===== config.mk =====
export PLATFORM = sky130hd
export DESIGN_NAME = pei_event_irq_bank
export DESIGN_NICKNAME = d
export VERILOG_FILES = /design/src/pei_pkg.sv /design/src/pei_event_irq_bank.sv /design/src/pei_pin_sync.sv /design/src/pei_event_group.sv
export SDC_FILE = /design/constraint.sdc
export NUM_CORES = 1
export LEC_CHECK = 0
export ABC_AREA = 1
export BUFFER_PORTS_ARGS = -buffer_cell sky130_fd_sc_hd__buf_2
export CELL_PAD_IN_SITES_DETAIL_PLACEMENT = 2
export CELL_PAD_IN_SITES_GLOBAL_PLACEMENT = 2
export CORE_MARGIN = 2
export CORE_UTILIZATION = 32
export CTS_BUF_LIST = sky130_fd_sc_hd__clkbuf_4
export DETAILED_ROUTE_END_ITERATION = 10
export PLACE_DENSITY = 0.87
export SYNTH_ARGS = -nofsm -noshare
export SYNTH_HDL_FRONTEND = slang
export SYNTH_SLANG_ARGS = --single-unit

===== constraint.sdc =====
create_clock -name clk -period 1.5 [get_ports clk]
set_input_delay 0.075 -clock clk [delete_from_list [all_inputs] [get_ports clk]]
set_output_delay 0.075 -clock clk [all_outputs]
set_load 0.02 [all_outputs]

===== src/pei_pkg.sv =====
// Purpose: Shared constants for the event and interrupt-enable register bank
// Assumes: 200 MHz system clock, serial register port with 16-bit addresses
// Notes:   Offsets are within the main bank; measurement registers are 8 bits wide, temperature and status 6
package pei_pkg;

  // ----------------------------------------------------------------------
  // Serial port identity and framing
  // ----------------------------------------------------------------------
  localparam logic [6:0] TWI_DEV_ADDR = 7'h6B;
  localparam int BYTE_W = 8;
  localparam logic [3:0] BITS_PER_BYTE = 4'h8;
  localparam logic [1:0] IDX_ADDR_HI = 2'h0;
  localparam logic [1:0] IDX_ADDR_LO = 2'h1;
  localparam logic [1:0] IDX_DATA = 2'h2;
  localparam logic [7:0] MAIN_BANK = 8'h00;
  localparam logic SDA_DRIVE_LVL = 1'b0;

  // ----------------------------------------------------------------------
  // Event group widths and register offsets
  // ----------------------------------------------------------------------
  localparam int MEAS_W = 8;
  localparam int TEMP_W = 6;
  localparam int STAT_W = 6;
  localparam logic [7:0] OFF_MEAS_EV_SET = 8'h02;
  localparam logic [7:0] OFF_MEAS_EV_CLR = 8'h03;
  localparam logic [7:0] OFF_MEAS_EN_SET = 8'h04;
  localparam logic [7:0] OFF_MEAS_EN_CLR = 8'h05;
  localparam logic [7:0] OFF_TEMP_EV_SET = 8'h06;
  localparam logic [7:0] OFF_TEMP_EV_CLR = 8'h07;
  localparam logic [7:0] OFF_TEMP_EN_SET = 8'h08;
  localparam logic [7:0] OFF_TEMP_EN_CLR = 8'h09;
  localparam logic [7:0] OFF_STAT_EV_SET = 8'h0A;
  localparam logic [7:0] OFF_STAT_EV_CLR = 8'h0B;
  localparam logic [7:0] OFF_STAT_EN_SET = 8'h0C;
  localparam logic [7:0] OFF_STAT_EN_CLR = 8'h0D;
  localparam logic [7:0] REG_RESET = 8'h00;

  // ----------------------------------------------------------------------
  // Serial target states
  // ----------------------------------------------------------------------
  typedef enum logic [2:0] {
    PEI_IDLE,
    PEI_ADDR,
    PEI_ACK_ADDR,
    PEI_RX,
    PEI_ACK_RX,
    PEI_TX,
    PEI_ACK_TX
  } pei_twi_state_t;

endpackage


===== src/pei_event_irq_bank.sv =====
// Purpose: Event and interrupt-enable registers behind a two-wire serial target
// Assumes: SCL is driven by the host only; no clock stretching
// Notes:   Register pointer auto-increments within the bank after each data byte
`timescale 1ns/100ps
module pei_event_irq_bank (
  input wire logic clk,
  input wire logic rst,
  input wire logic scl_in,
  input wire logic sda_in,
  output logic sda_out,
  output logic sda_oe_n,
  input wire logic batt_volt_meas_done,
  input wire logic thermistor_meas_done,
  input wire logic die_temp_meas_done,
  input wire logic sys_volt_meas_done,
  input wire logic outsel1_pin_meas_done,
  input wire logic outsel2_pin_meas_done,
  input wire logic batt_current_meas_done,
  input wire logic bus_volt_meas_done,
  input wire logic battery_cold,
  input wire logic battery_cool,
  input wire logic battery_warm,
  input wire logic battery_hot,
  input wire logic die_temp_high,
  input wire logic die_temp_resume,
  input wire logic supplement_active,
  input wire logic trickle_started,
  input wire logic const_current_started,
  input wire logic const_voltage_started,
  input wire logic charge_done,
  input wire logic charge_fault,
  output logic irq
);
  import pei_pkg::*;

  // ----------------------------------------------------------------------
  // Declarations
  // ----------------------------------------------------------------------
  pei_twi_state_t state_ff;
  logic scl_s;
  logic sda_s;
  logic scl_prev_ff;
  logic sda_prev_ff;
  logic scl_rise;
  logic scl_fall;
  logic bus_start;
  logic bus_stop;
  logic [3:0] bit_cnt_ff;
  logic [BYTE_W-1:0] shift_ff;
  logic rw_ff;
  logic nack_ff;
  logic [1:0] byte_idx_ff;
  logic [15:0] ptr_ff;
  logic wr_stb_ff;
  logic [BYTE_W-1:0] wr_off_ff;
  logic [BYTE_W-1:0] wr_data_ff;
  logic [BYTE_W-1:0] rd_data;
  logic [MEAS_W-1:0] meas_hw;
  logic [TEMP_W-1:0] temp_hw;
  logic [STAT_W-1:0] stat_hw;
  logic [MEAS_W-1:0] meas_ev;
  logic [MEAS_W-1:0] meas_en;
  logic [TEMP_W-1:0] temp_ev;
  logic [TEMP_W-1:0] temp_en;
  logic [STAT_W-1:0] stat_ev;
  logic [STAT_W-1:0] stat_en;
  logic meas_pend;
  logic temp_pend;
  logic stat_pend;

  // Write strobe decode, used for every register of every group
  function automatic logic wr_hit(input logic stb, input logic [BYTE_W-1:0] off,
                                  input logic [BYTE_W-1:0] target);
    wr_hit = stb && (off == target);
  endfunction

  // ----------------------------------------------------------------------
  // Pin synchronisers and bus condition detection
  // ----------------------------------------------------------------------
  pei_pin_sync u_scl_sync (
    .clk(clk),
    .rst(rst),
    .pin_in(scl_in),
    .pin_out(scl_s)
  );

  pei_pin_sync u_sda_sync (
    .clk(clk),
    .rst(rst),
    .pin_in(sda_in),
    .pin_out(sda_s)
  );

  // Previous filtered levels for edge detection
  always_ff @(posedge clk) begin
    if (rst) begin
      scl_prev_ff <= 1'b1;
      sda_prev_ff <= 1'b1;
    end else begin
      scl_prev_ff <= scl_s;
      sda_prev_ff <= sda_s;
    end
  end

  // SDA moving while SCL is high marks start and stop
  assign scl_rise = scl_s && !scl_prev_ff;
  assign scl_fall = !scl_s && scl_prev_ff;
  assign bus_start = scl_s && scl_prev_ff && sda_prev_ff && !sda_s;
  assign bus_stop = scl_s && scl_prev_ff && !sda_prev_ff && sda_s;

  // Open-drain pin: only ever pulls low
  assign sda_out = SDA_DRIVE_LVL;

  // ----------------------------------------------------------------------
  // Serial target state machine
  // ----------------------------------------------------------------------
  // Data and ack are changed on SCL fall so they are stable for the rise
  always_ff @(posedge clk) begin
    if (rst) begin
      state_ff <= PEI_IDLE;
      bit_cnt_ff <= 4'h0;
      shift_ff <= REG_RESET;
      rw_ff <= 1'b0;
      nack_ff <= 1'b0;
      byte_idx_ff <= IDX_ADDR_HI;
      ptr_ff <= 16'h0000;
      sda_oe_n <= 1'b1;
      wr_stb_ff <= 1'b0;
      wr_off_ff <= REG_RESET;
      wr_data_ff <= REG_RESET;
    end else begin
      wr_stb_ff <= 1'b0;
      if (bus_start) begin
        // Repeated start keeps the pointer so a read follows an address write
        state_ff <= PEI_ADDR;
        bit_cnt_ff <= 4'h0;
        sda_oe_n <= 1'b1;
      end else if (bus_stop) begin
        state_ff <= PEI_IDLE;
        sda_oe_n <= 1'b1;
      end else if (scl_rise) begin
        unique case (state_ff)
          PEI_ADDR, PEI_RX: begin
            shift_ff <= {shift_ff[BYTE_W-2:0], sda_s};
            bit_cnt_ff <= bit_cnt_ff + 4'h1;
          end
          PEI_ACK_TX: begin
            nack_ff <= sda_s;
          end
          PEI_IDLE, PEI_ACK_ADDR, PEI_ACK_RX, PEI_TX: begin
          end
        endcase
      end else if (scl_fall) begin
        unique case (state_ff)
          PEI_ADDR: begin
            if (bit_cnt_ff == BITS_PER_BYTE) begin
              if (shift_ff[BYTE_W-1:1] == TWI_DEV_ADDR) begin
                sda_oe_n <= 1'b0;
                rw_ff <= shift_ff[0];
                state_ff <= PEI_ACK_ADDR;
              end else begin
                state_ff <= PEI_IDLE;
              end
            end
          end
          PEI_ACK_ADDR: begin
            if (rw_ff) begin
              // First read byte: drive msb now, offset steps after the load
              shift_ff <= {rd_data[BYTE_W-2:0], 1'b0};
              sda_oe_n <= rd_data[BYTE_W-1];
              bit_cnt_ff <= 4'h1;
              ptr_ff[7:0] <= ptr_ff[7:0] + 8'h01;
              state_ff <= PEI_TX;
            end else begin
              sda_oe_n <= 1'b1;
              byte_idx_ff <= IDX_ADDR_HI;
              bit_cnt_ff <= 4'h0;
              state_ff <= PEI_RX;
            end
          end
          PEI_RX: begin
            if (bit_cnt_ff == BITS_PER_BYTE) begin
              sda_oe_n <= 1'b0;
              state_ff <= PEI_ACK_RX;
              unique case (byte_idx_ff)
                IDX_ADDR_HI: begin
                  ptr_ff[15:8] <= shift_ff;
                  byte_idx_ff <= IDX_ADDR_LO;
                end
                IDX_ADDR_LO: begin
                  ptr_ff[7:0] <= shift_ff;
                  byte_idx_ff <= IDX_DATA;
                end
                default: begin
                  // Writes outside the main bank are acked and dropped
                  wr_stb_ff <= (ptr_ff[15:8] == MAIN_BANK);
                  wr_off_ff <= ptr_ff[7:0];
                  wr_data_ff <= shift_ff;
                  ptr_ff[7:0] <= ptr_ff[7:0] + 8'h01;
                end
              endcase
            end
          end
          PEI_ACK_RX: begin
            sda_oe_n <= 1'b1;
            bit_cnt_ff <= 4'h0;
            state_ff <= PEI_RX;
          end
          PEI_TX: begin
            if (bit_cnt_ff == BITS_PER_BYTE) begin
              sda_oe_n <= 1'b1;
              state_ff <= PEI_ACK_TX;
            end else begin
              sda_oe_n <= shift_ff[BYTE_W-1];
              shift_ff <= {shift_ff[BYTE_W-2:0], 1'b0};
              bit_cnt_ff <= bit_cnt_ff + 4'h1;
            end
          end
          PEI_ACK_TX: begin
            if (nack_ff) begin
              // Host is done reading; wait for stop with the line released
              state_ff <= PEI_IDLE;
            end else begin
              shift_ff <= {rd_data[BYTE_W-2:0], 1'b0};
              sda_oe_n <= rd_data[BYTE_W-1];
              bit_cnt_ff <= 4'h1;
              ptr_ff[7:0] <= ptr_ff[7:0] + 8'h01;
              state_ff <= PEI_TX;
            end
          end
          PEI_IDLE: begin
          end
        endcase
      end
    end
  end

  // ----------------------------------------------------------------------
  // Read data: set and clear registers of a pair both show live state
  // ----------------------------------------------------------------------
  always_comb begin
    rd_data = REG_RESET;
    if (ptr_ff[15:8] == MAIN_BANK) begin
      unique case (ptr_ff[7:0])
        OFF_MEAS_EV_SET, OFF_MEAS_EV_CLR: rd_data = meas_ev;
        OFF_MEAS_EN_SET, OFF_MEAS_EN_CLR: rd_data = meas_en;
        OFF_TEMP_EV_SET, OFF_TEMP_EV_CLR: rd_data = {2'b00, temp_ev};
        OFF_TEMP_EN_SET, OFF_TEMP_EN_CLR: rd_data = {2'b00, temp_en};
        OFF_STAT_EV_SET, OFF_STAT_EV_CLR: rd_data = {2'b00, stat_ev};
        OFF_STAT_EN_SET, OFF_STAT_EN_CLR: rd_data = {2'b00, stat_en};
        default: rd_data = REG_RESET;
      endcase
    end
  end

  // ----------------------------------------------------------------------
  // Hardware event sources, packed in bit order
  // ----------------------------------------------------------------------
  assign meas_hw = {bus_volt_meas_done, batt_current_meas_done, outsel2_pin_meas_done,
                    outsel1_pin_meas_done, sys_volt_meas_done, die_temp_meas_done,
                    thermistor_meas_done, batt_volt_meas_done};
  assign temp_hw = {die_temp_resume, die_temp_high, battery_hot, battery_warm,
                    battery_cool, battery_cold};
  assign stat_hw = {charge_fault, charge_done, const_voltage_started, const_current_started,
                    trickle_started, supplement_active};

  // ----------------------------------------------------------------------
  // Event groups; upper data bits are simply not connected to 6-bit groups
  // ----------------------------------------------------------------------
  pei_event_group #(.W(MEAS_W)) u_meas (
    .clk(clk),
    .rst(rst),
    .hw_set(meas_hw),
    .ev_set_wr(wr_hit(wr_stb_ff, wr_off_ff, OFF_MEAS_EV_SET)),
    .ev_clr_wr(wr_hit(wr_stb_ff, wr_off_ff, OFF_MEAS_EV_CLR)),
    .en_set_wr(wr_hit(wr_stb_ff, wr_off_ff, OFF_MEAS_EN_SET)),
    .en_clr_wr(wr_hit(wr_stb_ff, wr_off_ff, OFF_MEAS_EN_CLR)),
    .wdata(wr_data_ff),
    .events_ff(meas_ev),
    .enables_ff(meas_en),
    .pending(meas_pend)
  );

  pei_event_group #(.W(TEMP_W)) u_temp (
    .clk(clk),
    .rst(rst),
    .hw_set(temp_hw),
    .ev_set_wr(wr_hit(wr_stb_ff, wr_off_ff, OFF_TEMP_EV_SET)),
    .ev_clr_wr(wr_hit(wr_stb_ff, wr_off_ff, OFF_TEMP_EV_CLR)),
    .en_set_wr(wr_hit(wr_stb_ff, wr_off_ff, OFF_TEMP_EN_SET)),
    .en_clr_wr(wr_hit(wr_stb_ff, wr_off_ff, OFF_TEMP_EN_CLR)),
    .wdata(wr_data_ff[TEMP_W-1:0]),
    .events_ff(temp_ev),
    .enables_ff(temp_en),
    .pending(temp_pend)
  );

  pei_event_group #(.W(STAT_W)) u_stat (
    .clk(clk),
    .rst(rst),
    .hw_set(stat_hw),
    .ev_set_wr(wr_hit(wr_stb_ff, wr_off_ff, OFF_STAT_EV_SET)),
    .ev_clr_wr(wr_hit(wr_stb_ff, wr_off_ff, OFF_STAT_EV_CLR)),
    .en_set_wr(wr_hit(wr_stb_ff, wr_off_ff, OFF_STAT_EN_SET)),
    .en_clr_wr(wr_hit(wr_stb_ff, wr_off_ff, OFF_STAT_EN_CLR)),
    .wdata(wr_data_ff[STAT_W-1:0]),
    .events_ff(stat_ev),
    .enables_ff(stat_en),
    .pending(stat_pend)
  );

  // ----------------------------------------------------------------------
  // Interrupt request, registered to keep the output glitch free
  // ----------------------------------------------------------------------
  always_ff @(posedge clk) begin
    if (rst) begin
      irq <= 1'b0;
    end else begin
      irq <= meas_pend | temp_pend | stat_pend;
    end
  end
endmodule // pei_event_irq_bank


===== src/pei_pin_sync.sv =====
// Purpose: Three-flop pin synchroniser with agreement filter
// Assumes: Input is asynchronous to clk
// Notes:   Output only moves when the second and third stages agree
`timescale 1ns/100ps
module pei_pin_sync (
  input wire logic clk,
  input wire logic rst,
  input wire logic pin_in,
  output logic pin_out
);
  logic s1_ff;
  logic s2_ff;
  logic s3_ff;

  // ----------------------------------------------------------------------
  // Sync chain; reset to the idle-high bus level
  // ----------------------------------------------------------------------
  always_ff @(posedge clk) begin
    if (rst) begin
      s1_ff <= 1'b1;
      s2_ff <= 1'b1;
      s3_ff <= 1'b1;
    end else begin
      s1_ff <= pin_in;
      s2_ff <= s1_ff;
      s3_ff <= s2_ff;
    end
  end

  // Filtered level; a one-sample glitch never reaches the target
  always_ff @(posedge clk) begin
    if (rst) begin
      pin_out <= 1'b1;
    end else if (s2_ff == s3_ff) begin
      pin_out <= s3_ff;
    end
  end
endmodule // pei_pin_sync


===== src/pei_event_group.sv =====
// Purpose: One event group: sticky events plus interrupt enables
// Assumes: Write strobes are single-cycle pulses on the system clock
// Notes:   Hardware and debug sets win over a clear in the same cycle
`timescale 1ns/100ps
module pei_event_group #(
  parameter int W = 8
) (
  input wire logic clk,
  input wire logic rst,
  input wire logic [W-1:0] hw_set,
  input wire logic ev_set_wr,
  input wire logic ev_clr_wr,
  input wire logic en_set_wr,
  input wire logic en_clr_wr,
  input wire logic [W-1:0] wdata,
  output logic [W-1:0] events_ff,
  output logic [W-1:0] enables_ff,
  output logic pending
);
  logic [W-1:0] nxt_events;
  logic [W-1:0] nxt_enables;

  // ----------------------------------------------------------------------
  // Event flags
  // ----------------------------------------------------------------------
  always_comb begin
    nxt_events = events_ff;
    if (ev_clr_wr) begin
      nxt_events = nxt_events & ~wdata;
    end
    if (ev_set_wr) begin
      nxt_events = nxt_events | wdata;
    end
    nxt_events = nxt_events | hw_set;
  end

  always_ff @(posedge clk) begin
    if (rst) begin
      events_ff <= '0;
    end else begin
      events_ff <= nxt_events;
    end
  end

  // ----------------------------------------------------------------------
  // Enables; clearing one leaves its pending event untouched
  // ----------------------------------------------------------------------
  always_comb begin
    nxt_enables = enables_ff;
    if (en_clr_wr) begin
      nxt_enables = nxt_enables & ~wdata;
    end
    if (en_set_wr) begin
      nxt_enables = nxt_enables | wdata;
    end
  end

  always_ff @(posedge clk) begin
    if (rst) begin
      enables_ff <= '0;
    end else begin
      enables_ff <= nxt_enables;
    end
  end

  // Any enabled event still pending
  assign pending = |(events_ff & enables_ff);
endmodule // pei_event_group


=== Yosys cells after proc, flatten, opt, wreduce, memory -nomap -nowiden ===
Index checks and enable logic that the tools add are counted.

* ROM bits: 0
* Input port bits: 24
* Output and inout port bits: 3
* Register bits after elaboration: 104
* Bits in writable memories: 0
* Bits in latches: 0
* Memories kept: 0
* Logic and storage cells: 226

* Multiply operators: 0
* Muxes and demuxes: 55
* Shift-type cells: 0
* Divide/modulo/power cells: 0
* Equal/unequal tests: 52
* Magnitude comparators: 0
* Bitwise gates (word level): 29
* Reduce and logical (&&, ||, !) cells: 58
* Add/sub/neg operators: 2

{| class="wikitable"
|+ Operators with widths
! operator !! count
|-
| two-way mux 8 bit || 14
|-
| equality test 8 x 4 -> 1 bit, second input constant || 12
|-
| equality test 8 x 3 -> 1 bit, second input constant || 8
|-
| two-way mux 6 bit || 8
|-
| one-hot mux 8 bit (3 select lines) || 2
|-
| one-hot mux 8 bit (6 select lines) || 1
|-
| bitwise AND 6 bit || 6
|-
| OR 6 bit || 6
|-
| equality test 8 x 2 -> 1 bit, second input constant || 4
|-
| AND reduction 7 bit || 4
|-
| bitwise AND 8 bit || 3
|-
| OR 8 bit || 3
|-
| two-way mux 4 bit || 5
|-
| logical AND 1 bit || 19
|-
| one-hot mux 3 bit (6 select lines) || 1
|-
| AND reduction 6 bit || 3
|-
| OR reduction 2 bit || 9
|-
| inequality test 2 bit, second input constant || 8
|-
| one-hot mux 4 bit (4 select lines) || 1
|-
| one-hot mux 8 bit (2 select lines) || 1
|-
| AND reduction 8 bit || 2
|-
| two-way mux 3 bit || 5
|-
| inequality test 4 bit, second input constant || 3
|-
| OR reduction 6 bit || 2
|-
| 34 further kinds || 66
|}

=== Longest topological paths before layout ===
Gate-level depths: netlist of run 1.

* Depth after elaboration: 8
* Mapped depth: 12
* Depth with buffers taken out: 11

=== Cells and area by module ===
From an unflattened synthesis of run 1, not the netlist that was laid out.

* Cell total of the unflattened synthesis: 868
* Area, all modules: 5,525.3 um^2

{| class="wikitable"
|+ Modules (own cells, without submodules)
! module !! instances !! cells each !! seq. area each (um^2) !! area each (um^2)
|-
| pei_event_irq_bank || 1 || 591 || 1,121.1 || 3,527.1
|-
| pei_event_group at u_stat ... || 2 || 73 || 240.2 || 493.0
|-
| pei_event_group at u_meas || 1 || 101 || 320.3 || 754.5
|-
| pei_pin_sync || 2 || 15 || 80.1 || 128.9
|}

=== Worst setup path after synthesis of run 1 ===
No wires, ideal clock.

* Path kind: flip-flop to flip-flop
* Start: reg scl_prev_ff
* End: reg ptr_ff[5]
* Buffers on the path: 2
* Required time: 1,430 ps
* Data arrival time: 1,596 ps
* Stages on the path, launching flop included: 12
* Library setup time: 70 ps
* Setup slack: -165 ps
* Period minus slack after synthesis: 1,665 ps
* Cell sequence: dfxtp_1 -> inv_1 -> ha_1 -> inv_1 -> buf_2 -> nand2_1 -> nor2_1 -> nand3_1 -> nor2_2 -> buf_6 -> o21ai_0 -> a21oi_1

* Longest elaborated chain between the ends: 5
* Elaborated cells on any way between the ends: 12
* Those cells by class: bitwise (3); reduce/logical (9)

{| class="wikitable"
|+ RTL lines
! what !! RTL line !! source
|-
| start: declaration || pei_event_irq_bank.sv:42 || <nowiki>logic scl_prev_ff;</nowiki>
|-
| start signal: assignment || pei_event_irq_bank.sv:100 || <nowiki>scl_prev_ff <= scl_s;</nowiki>
|-
| logical AND 1 bit || pei_event_irq_bank.sv:108, pei_event_irq_bank.sv:109 ||
|-
| logical AND 1 bit, on equally long branches (2 in a row) || pei_event_irq_bank.sv:108, pei_event_irq_bank.sv:109 ||
|-
| inverter 1 bit (no line) || - ||
|-
| AND reduction 9 bit (no line) * || - ||
|-
| end signal: assignment || pei_event_irq_bank.sv:172 || <nowiki>ptr_ff[7:0] <= ptr_ff[7:0] + 8'h01;</nowiki>
|-
| end signal: assignment || pei_event_irq_bank.sv:191 || <nowiki>ptr_ff[7:0] <= shift_ff;</nowiki>
|-
| end signal: assignment || pei_event_irq_bank.sv:199 || <nowiki>ptr_ff[7:0] <= ptr_ff[7:0] + 8'h01;</nowiki>
|-
| end: declaration || pei_event_irq_bank.sv:53 || <nowiki>logic [15:0] ptr_ff;</nowiki>
|}

Mark *: on every way between the ends. The rest lies on a longest branch, timed or not.
A chain may end at the register's enable or synchronous reset.

=== Worst setup path in the final report of run 1 ===
* Start: reg ptr_ff[12]
* End: reg shift_ff[4]

* Longest elaborated chain between the ends: 6
* Elaborated cells on any way between the ends: 7
* Those cells by class: mux (6); reduce/logical (1)

{| class="wikitable"
|+ RTL lines
! what !! RTL line !! source
|-
| start signal: assignment || pei_event_irq_bank.sv:187 || <nowiki>ptr_ff[15:8] <= shift_ff;</nowiki>
|-
| logical NOT 8 bit * || pei_event_irq_bank.sv:243 || <nowiki>if (ptr_ff[15:8] == MAIN_BANK) begin</nowiki>
|-
| two-way mux 8 bit * || pei_event_irq_bank.sv:243 ||
|-
| two-way mux 8 bit, on equally long branches || pei_event_irq_bank.sv:220, pei_event_irq_bank.sv:167 ||
|-
| one-hot mux 8 bit (3 select lines) * || pei_event_irq_bank.sv:154 || <nowiki>unique case (state_ff)</nowiki>
|-
| two-way mux 8 bit * || pei_event_irq_bank.sv:153 || <nowiki>end else if (scl_fall) begin</nowiki>
|-
| two-way mux 8 bit * || pei_event_irq_bank.sv:141 || <nowiki>end else if (scl_rise) begin</nowiki>
|-
| end signal: assignment || pei_event_irq_bank.sv:144 || <nowiki>shift_ff <= {shift_ff[BYTE_W-2:0], sda_s};</nowiki>
|-
| end signal: assignment || pei_event_irq_bank.sv:169 || <nowiki>shift_ff <= {rd_data[BYTE_W-2:0], 1'b0};</nowiki>
|-
| end signal: assignment || pei_event_irq_bank.sv:224 || <nowiki>shift_ff <= {rd_data[BYTE_W-2:0], 1'b0};</nowiki>
|-
| end: declaration || pei_event_irq_bank.sv:49 || <nowiki>logic [BYTE_W-1:0] shift_ff;</nowiki>
|}

Mark *: on every way between the ends. The rest lies on a longest branch, timed or not. The select of a mux whose other input is x is not followed.

==> metrics.txt, run 1 <==
outcome=complete, but fails checks; failing checks=negative setup slack; Vias=7499; multi-input logic area=3750 um2; vias per std cell=6.19; Startpoint Class=flop; IO Count=27; f_max=478 MHz; Initial Util=roughly 33%; Net Count, Synth=roughly 840; non-filler cells, final=1212; GR Util met3=7.08%; Slew Limit Fails=0; most frequent cell after synthesis=nand2_1; clock sinks=104; synth-to-layout area growth=55.6%; Max Root-Sink Buffers=2; layout cells sized above 1=between 40% and 50%; fin area=8380 um2; Post-Syn Instances=810; drt drc=0; busiest metal layer after global routing=met2; post-place setup slack=-0.515 ns; DR WL/cell=33.0 um; final RePlAce weighted congestion=0.887; CTS tree=yes; final setup vio count=92; library cells used by synthesis=37; core footprint=16500 um2; Crit Path Category=flop to flop; Clock Pin Slew Worst Setup and Hold Paths=~0.23 ns; met2 GRT Util=between 60% and 70%; grt ovf=0; Mean Syn Cell Area=around 6.6 um2; total of warnings raised by yosys=0; Fill cells=roughly 1800; H-tree levels=3; Placed Cells=between 1000 and 1500; crit-path max FO=6; Die Span Y=around 130 um; count of input and output buffers=25; Initial DRC Count=779; max_cap viols=0; Leak=3.39 nW; overall power=4.86 mW; top cells by count, synth=nand2_1 (149), nor2_1 (109), dfxtp_1 (104), inv_1 (90), o21ai_0 (88); most common flop cell mapped by yosys=dfxtp_1; PD cells=580 nW/um2; total negative slack=-23.58 ns; Post-synth EDFFs=0; RSZ-0062 raised after global routing=true; CP Data Required Time=a little under 2 ns; Die Wd=approximately 130 um; WL final=approximately 40 mm; worst setup margin=-0.590 ns; largest net degree at the start of global routing=between 40 and 50; Worst EP arrival=2.57 ns; Post-DP Area=6450 um2; Yosys reg bits=104; post-synth top area share=38.7%; initial antenna violation count=2; Layout Nets=1020; root buf cell=clkbuf_4; Seq/Total Area, Yosys=38.7%; Die Area=between 15000 and 20000 um2; Post-DRT Antenna Nets=0; Core Rows=47; Final Cycle Share=139%; met1 Resource Use GR=41.9%; ys async rst share=0%; Reg area=2110 um2; Synth Cell Area=5390 um2; post-detail-place hpwl=roughly 18 mm; number of global-route vias before repair=7974; Clk Latency, worst-skew pair=0.57 ns; Worst Hold Class=primary input to flop; Inserted Clock Buffers=9; first-pass GRT wire length=approximately 49 mm; Worst setup EP type=flop; Area contributors post-synth=dfxtp_1 (39%), nand2_1 (10%), o21ai_0 (8.2%), nor2_1 (7.6%), nand3_1 (7.2%); Yosys top cell by area=dfxtp_1; router iterations before antenna repair=6; GRT Resource Usage Total=between 30 and 40%; Worst Clk Skew=0.0495 ns; VDD IR max=0.000579 V; fin crit period=2.09 ns; final hold violations=0
[through the flow]
step / utilization, % / hold slack, ns
finish: 50.7 / 0.289
CTS: 45.1 / 0.243
floorplan: - / 0.179
global placement: 39.0 / 0.257
detailed placement: 39.0 / 0.264
global route: 50.7 / 0.280
[cell families after synthesis]
| group | after synthesis | synth area share [%] |
|---|---|---|
| buffers and inverters | 123 | 9.43 |
| other | 1 | 0.0696 |
| and+or+nand+nor | 383 | 30.8 |
| AOI/OAI and AO/OA | 187 | 18.4 |
| xor gates and xnor gates | 2 | 0.325 |
| adders and majority gates | 10 | 2.32 |
| DFF | 104 | 38.7 |
[cell type report]
type                            count  area share, %
Multi-Input combinational cell    584           44.8
Clock inverter                      6          0.836
Sequential cell                   104           25.2
Timing Repair Buffer              194           20.4
Inverter                           93           4.61
Antenna cell                        2         0.0597
Clock buffer                        9          0.806
Tap cell                          220           3.28
[cell usage in the layout, fill, tap and decap left out, types with 6 or more instances in the layout]
cell / n
nand2_1: 117
buf_4: 107
dfxtp_1: 92
nor2_1: 74
inv_1: 72
nand3_1: 63
a21oi_1: 40
o21ai_1: 38
nor2_4: 28
nand2_2: 26
a21oi_2: 26
o21ai_0: 26
buf_2: 25
buf_6: 25
dlygate4sd3_1: 24
o21ai_2: 23
a31oi_1: 14
nor2_2: 12
nand3_2: 11
inv_2: 10
nor3_1: 9
clkbuf_4: 9
buf_12: 9
nand4_1: 8
nand2_4: 8
nor3_2: 8
ha_4: 8
inv_4: 7
or2_2: 6
dfxtp_2: 6
dfxtp_4: 6
[power by group]
group / switching [mW] / total [mW] / leakage, nW / internal [mW]
sequential: 0.0639 / 2.86 / 0.852 / 2.80
combinational: 0.171 / 0.299 / 2.47 / 0.128
clock: 1.19 / 1.69 / 0.0646 / 0.505
total: 1.42 / 4.86 / 3.39 / 3.43
[path summary, 6_finish.rpt]
| path | slack, ns | to | cells after the start | start |
|---|---|---|---|---|
| worst max-delay path | -0.59 | shift_ff[4]$_SDFFE_PP0P_ | 6 | ptr_ff[12]$_SDFFE_PP0P_ |
| worst min-delay path | 0.29 | u_sda_sync.s1_ff$_SDFF_PP1_ | 3 | sda_in |
| worst max register to register | -0.59 | shift_ff[4]$_SDFFE_PP0P_ | 6 | ptr_ff[12]$_SDFFE_PP0P_ |
| worst min register to register | 0.46 | u_scl_sync.s2_ff$_SDFF_PP1_ | 1 | u_scl_sync.s1_ff$_SDFF_PP1_ |
[routing by layer]
layer | vias up | routed length (um)
met1 | 3734 | 14800
met4 | 0 | 3050
met3 | 217 | 3200
met5 | - | 0
met2 | 526 | 19000
li1 | 3022 | -
[what timing repair did]
action                     in CTS  in global routing
setup endpoints to repair      90                 92
pin swaps                      20                 49
gates cloned                    4                  1
hold endpoints to repair       29                  0
resized for setup             133                237
buffers inserted               21                 22
hold buffers                   24                  0
[worst max-delay path: stages (launching register included)]
cell and delay (ns):
dfxtp_1 0.41, nor2_1 0.24, nand4_1 0.39, nor2_1 0.42, buf_4 0.25, nand2_1 0.09, a21oi_2 0.19
No activity file was read; power rests on OpenSTA's default activity.
==> inputs of run 2 (changes only) <==
--- a/config.mk
+++ b/config.mk
@@ -12,8 +12,10 @@
 export CORE_MARGIN = 2
 export CORE_UTILIZATION = 32
 export CTS_BUF_LIST = sky130_fd_sc_hd__clkbuf_4
+export CTS_CLUSTER_SIZE = 16
 export DETAILED_ROUTE_END_ITERATION = 10
 export PLACE_DENSITY = 0.87
+export REMOVE_ABC_BUFFERS = 1
 export SYNTH_ARGS = -nofsm -noshare
 export SYNTH_HDL_FRONTEND = slang
 export SYNTH_SLANG_ARGS = --single-unit
==> run 2 against run 1 <==
Effect of this change:
- the run still ends with negative setup slack left
- via count fell by 2.3%
- global-route usage fell by 3.3 points
- core utilization fell by 1.3 points
- fmax rose by 5.0%
- largest cell class unchanged
- largest power group unchanged
==> metrics.txt, run 2 (synthesis results as in run 1) <==
Final Util=49.4%; Inserted Clock Buffers=9; CP top delay family=compound AO/OA/AOI/OAI gates; initial antenna violation count=1; Critical Path Most Common Cell=nor2_4; final setup vio count=82; worst path bufs/invs=2; CP Data Required Time=1.94 ns; Worst Clk Skew=0.0586 ns; Worst EP arrival=2.43 ns; most frequent cells in the layout=nand2_1 (112), dfxtp_1 (90), buf_4 (89); Fill cells=about 1800; DR WL/cell=slightly above 30 um; CP Launch Point=scl_prev_ff$_SDFF_PP1_; Final Cycle Share=133%; reg2reg end=nack_ff$_SDFFE_PP0P_; clock sinks=104; final hold violations=0; first-pass GRT wire length=45.8 mm; Clk Latency, worst-skew pair=approximately 0.56 ns; WL final=36.6 mm; worst hold start=battery_hot; Slew headroom=65.5%; Worst setup EP type=flop; Initial DRC Count=644; Post-DRT Antenna Nets=0; router iterations before antenna repair=6; Critical R2R Launch=scl_prev_ff$_SDFF_PP1_; synth-to-layout area growth=51.5%; drt drc=0; Worst-Margin Slew=0.513 ns; Worst Hold Class=primary input to flop; Die Area=17900 um2; total negative slack=-19.78 ns; outcome=complete, but fails checks; Crit Path Category=flop to flop; Vias=roughly 7300; most common cell after layout, fill and taps aside=nand2_1; Worst Hold Depth=4; number of global-route vias before repair=a little under 8000; Reg area=roughly 2100 um2; GRT Resource Usage Total=33.9%; final RePlAce weighted congestion=slightly below 0.9; failing checks=negative setup slack; H-tree levels=3; vias per std cell=6.15; PD cells=584 nW/um2; crit-path max FO=3; CTS tree=yes; Core Rows=47; non-filler cells, final=1192; multi-input logic area=~3700 um2; layout cells sized above 1=38.8%; VDD IR max=0.000568 V; f_max=~500 MHz; grt ovf=0; Layout Nets=1000; Die Span Y=134 um; Clock Pin Slew Worst Setup and Hold Paths=approximately 0.24 ns; Max Root-Sink Buffers=2; R2R cell count=9; worst setup margin=-0.490 ns; Placed Cells=approximately 1100; Initial Util=32.6%; Startpoint Class=flop; Leak=3.27 nW; RSZ-0062 raised after global routing=true; core footprint=about 17000 um2; Largest stage delay, worst path=0.44 ns; fin crit period=between 1.5 and 2 ns; Die Wd=134 um; Slew Limit Fails=0; max_cap viols=0; Slowest-stage cell, CP=dfxtp_4; root buf cell=clkbuf_4; reg2reg setup slack=-0.49 ns; count of input and output buffers=25; overall power=around 4.8 mW; Hold Path Sink=u_temp.events_ff[3]$_SDFF_PP0_; CP cell instances=ha_4 -> nand2_2 -> nor2_4 -> nor2_4 -> inv_2 -> buf_4 -> nor3_4 -> o21ai_0 -> a21oi_1; largest net degree at the start of global routing=between 40 and 50; IO Count=27; post-detail-place hpwl=17.6 mm
run 2: how the worst max path moves through the flow:
stage / end / slack (ns) / cells after the start
after floorplan: shift_ff[1]$_SDFFE_PP0P_ / -0.61 / 9
after global placement: wr_off_ff[4]$_SDFFE_PP0P_ / -0.24 / 9
after detailed placement: shift_ff[5]$_SDFFE_PP0P_ / -0.48 / 10
after CTS: wr_data_ff[6]$_SDFFE_PP0P_ / -0.18 / 11
after global routing: shift_ff[5]$_SDFFE_PP0P_ / -0.62 / 11
final: nack_ff$_SDFFE_PP0P_ / -0.49 / 9
run 2: power breakdown:
group / switching [mW] / internal [mW]
clock: 1.26 / 0.363
sequential: 0.0560 / 2.80
combinational: 0.153 / 0.129
total: 1.47 / 3.29
run 2: layout make-up:
| cell class | count | area share [%] |
|---|---|---|
| diodes | 1 | 0.0307 |
| well taps | 220 | 3.37 |
| clock inverters | 7 | 0.644 |
| flip-flops and latches | 104 | 25.9 |
| repair buffers | 174 | 18.6 |
| multi-input cells | 584 | 45.8 |
| inverters | 93 | 4.74 |
| clock buffers | 9 | 0.828 |
run 2: timing repair:
action	4_1_cts	5_1_grt
hold buffers	24	0
hold endpoints to repair	27	0
gates resized for setup	141	211
buffers inserted	13	21
setup endpoints to repair	93	93
gates cloned	5	1
pin swaps	26	51
run 2: worst register-to-register path, cell delays in order, from the launching register on:
cell     delay (ns)
dfxtp_4        0.44
ha_4           0.19
nand2_2        0.10
nor2_4         0.07
nor2_4         0.20
inv_2          0.10
buf_4          0.16
nor3_4         0.12
o21ai_0        0.10
a21oi_1        0.39
run 2: routing by layer:
metal,vias up,track usage [%],part of all wire (%)
met1,3701,35.7,35
met3,227,5.59,5.5
met5,-,0,0
li1,2974,-,-
met2,425,63.6,51
met4,0,18.7,9.2
run 2: stage by stage:
step / hold WS (ns) / worst slack, ns / cell area [um2]
6_report: 0.285 / -0.490 / 8160
5_1_grt: 0.261 / -0.616 / 8160
4_1_cts: 0.245 / -0.185 / 7350
3_5_place_dp: 0.264 / -0.479 / 6400
3_3_place_gp: 0.262 / -0.243 / 6400
2_1_floorplan: 0.144 / -0.614 / 5230
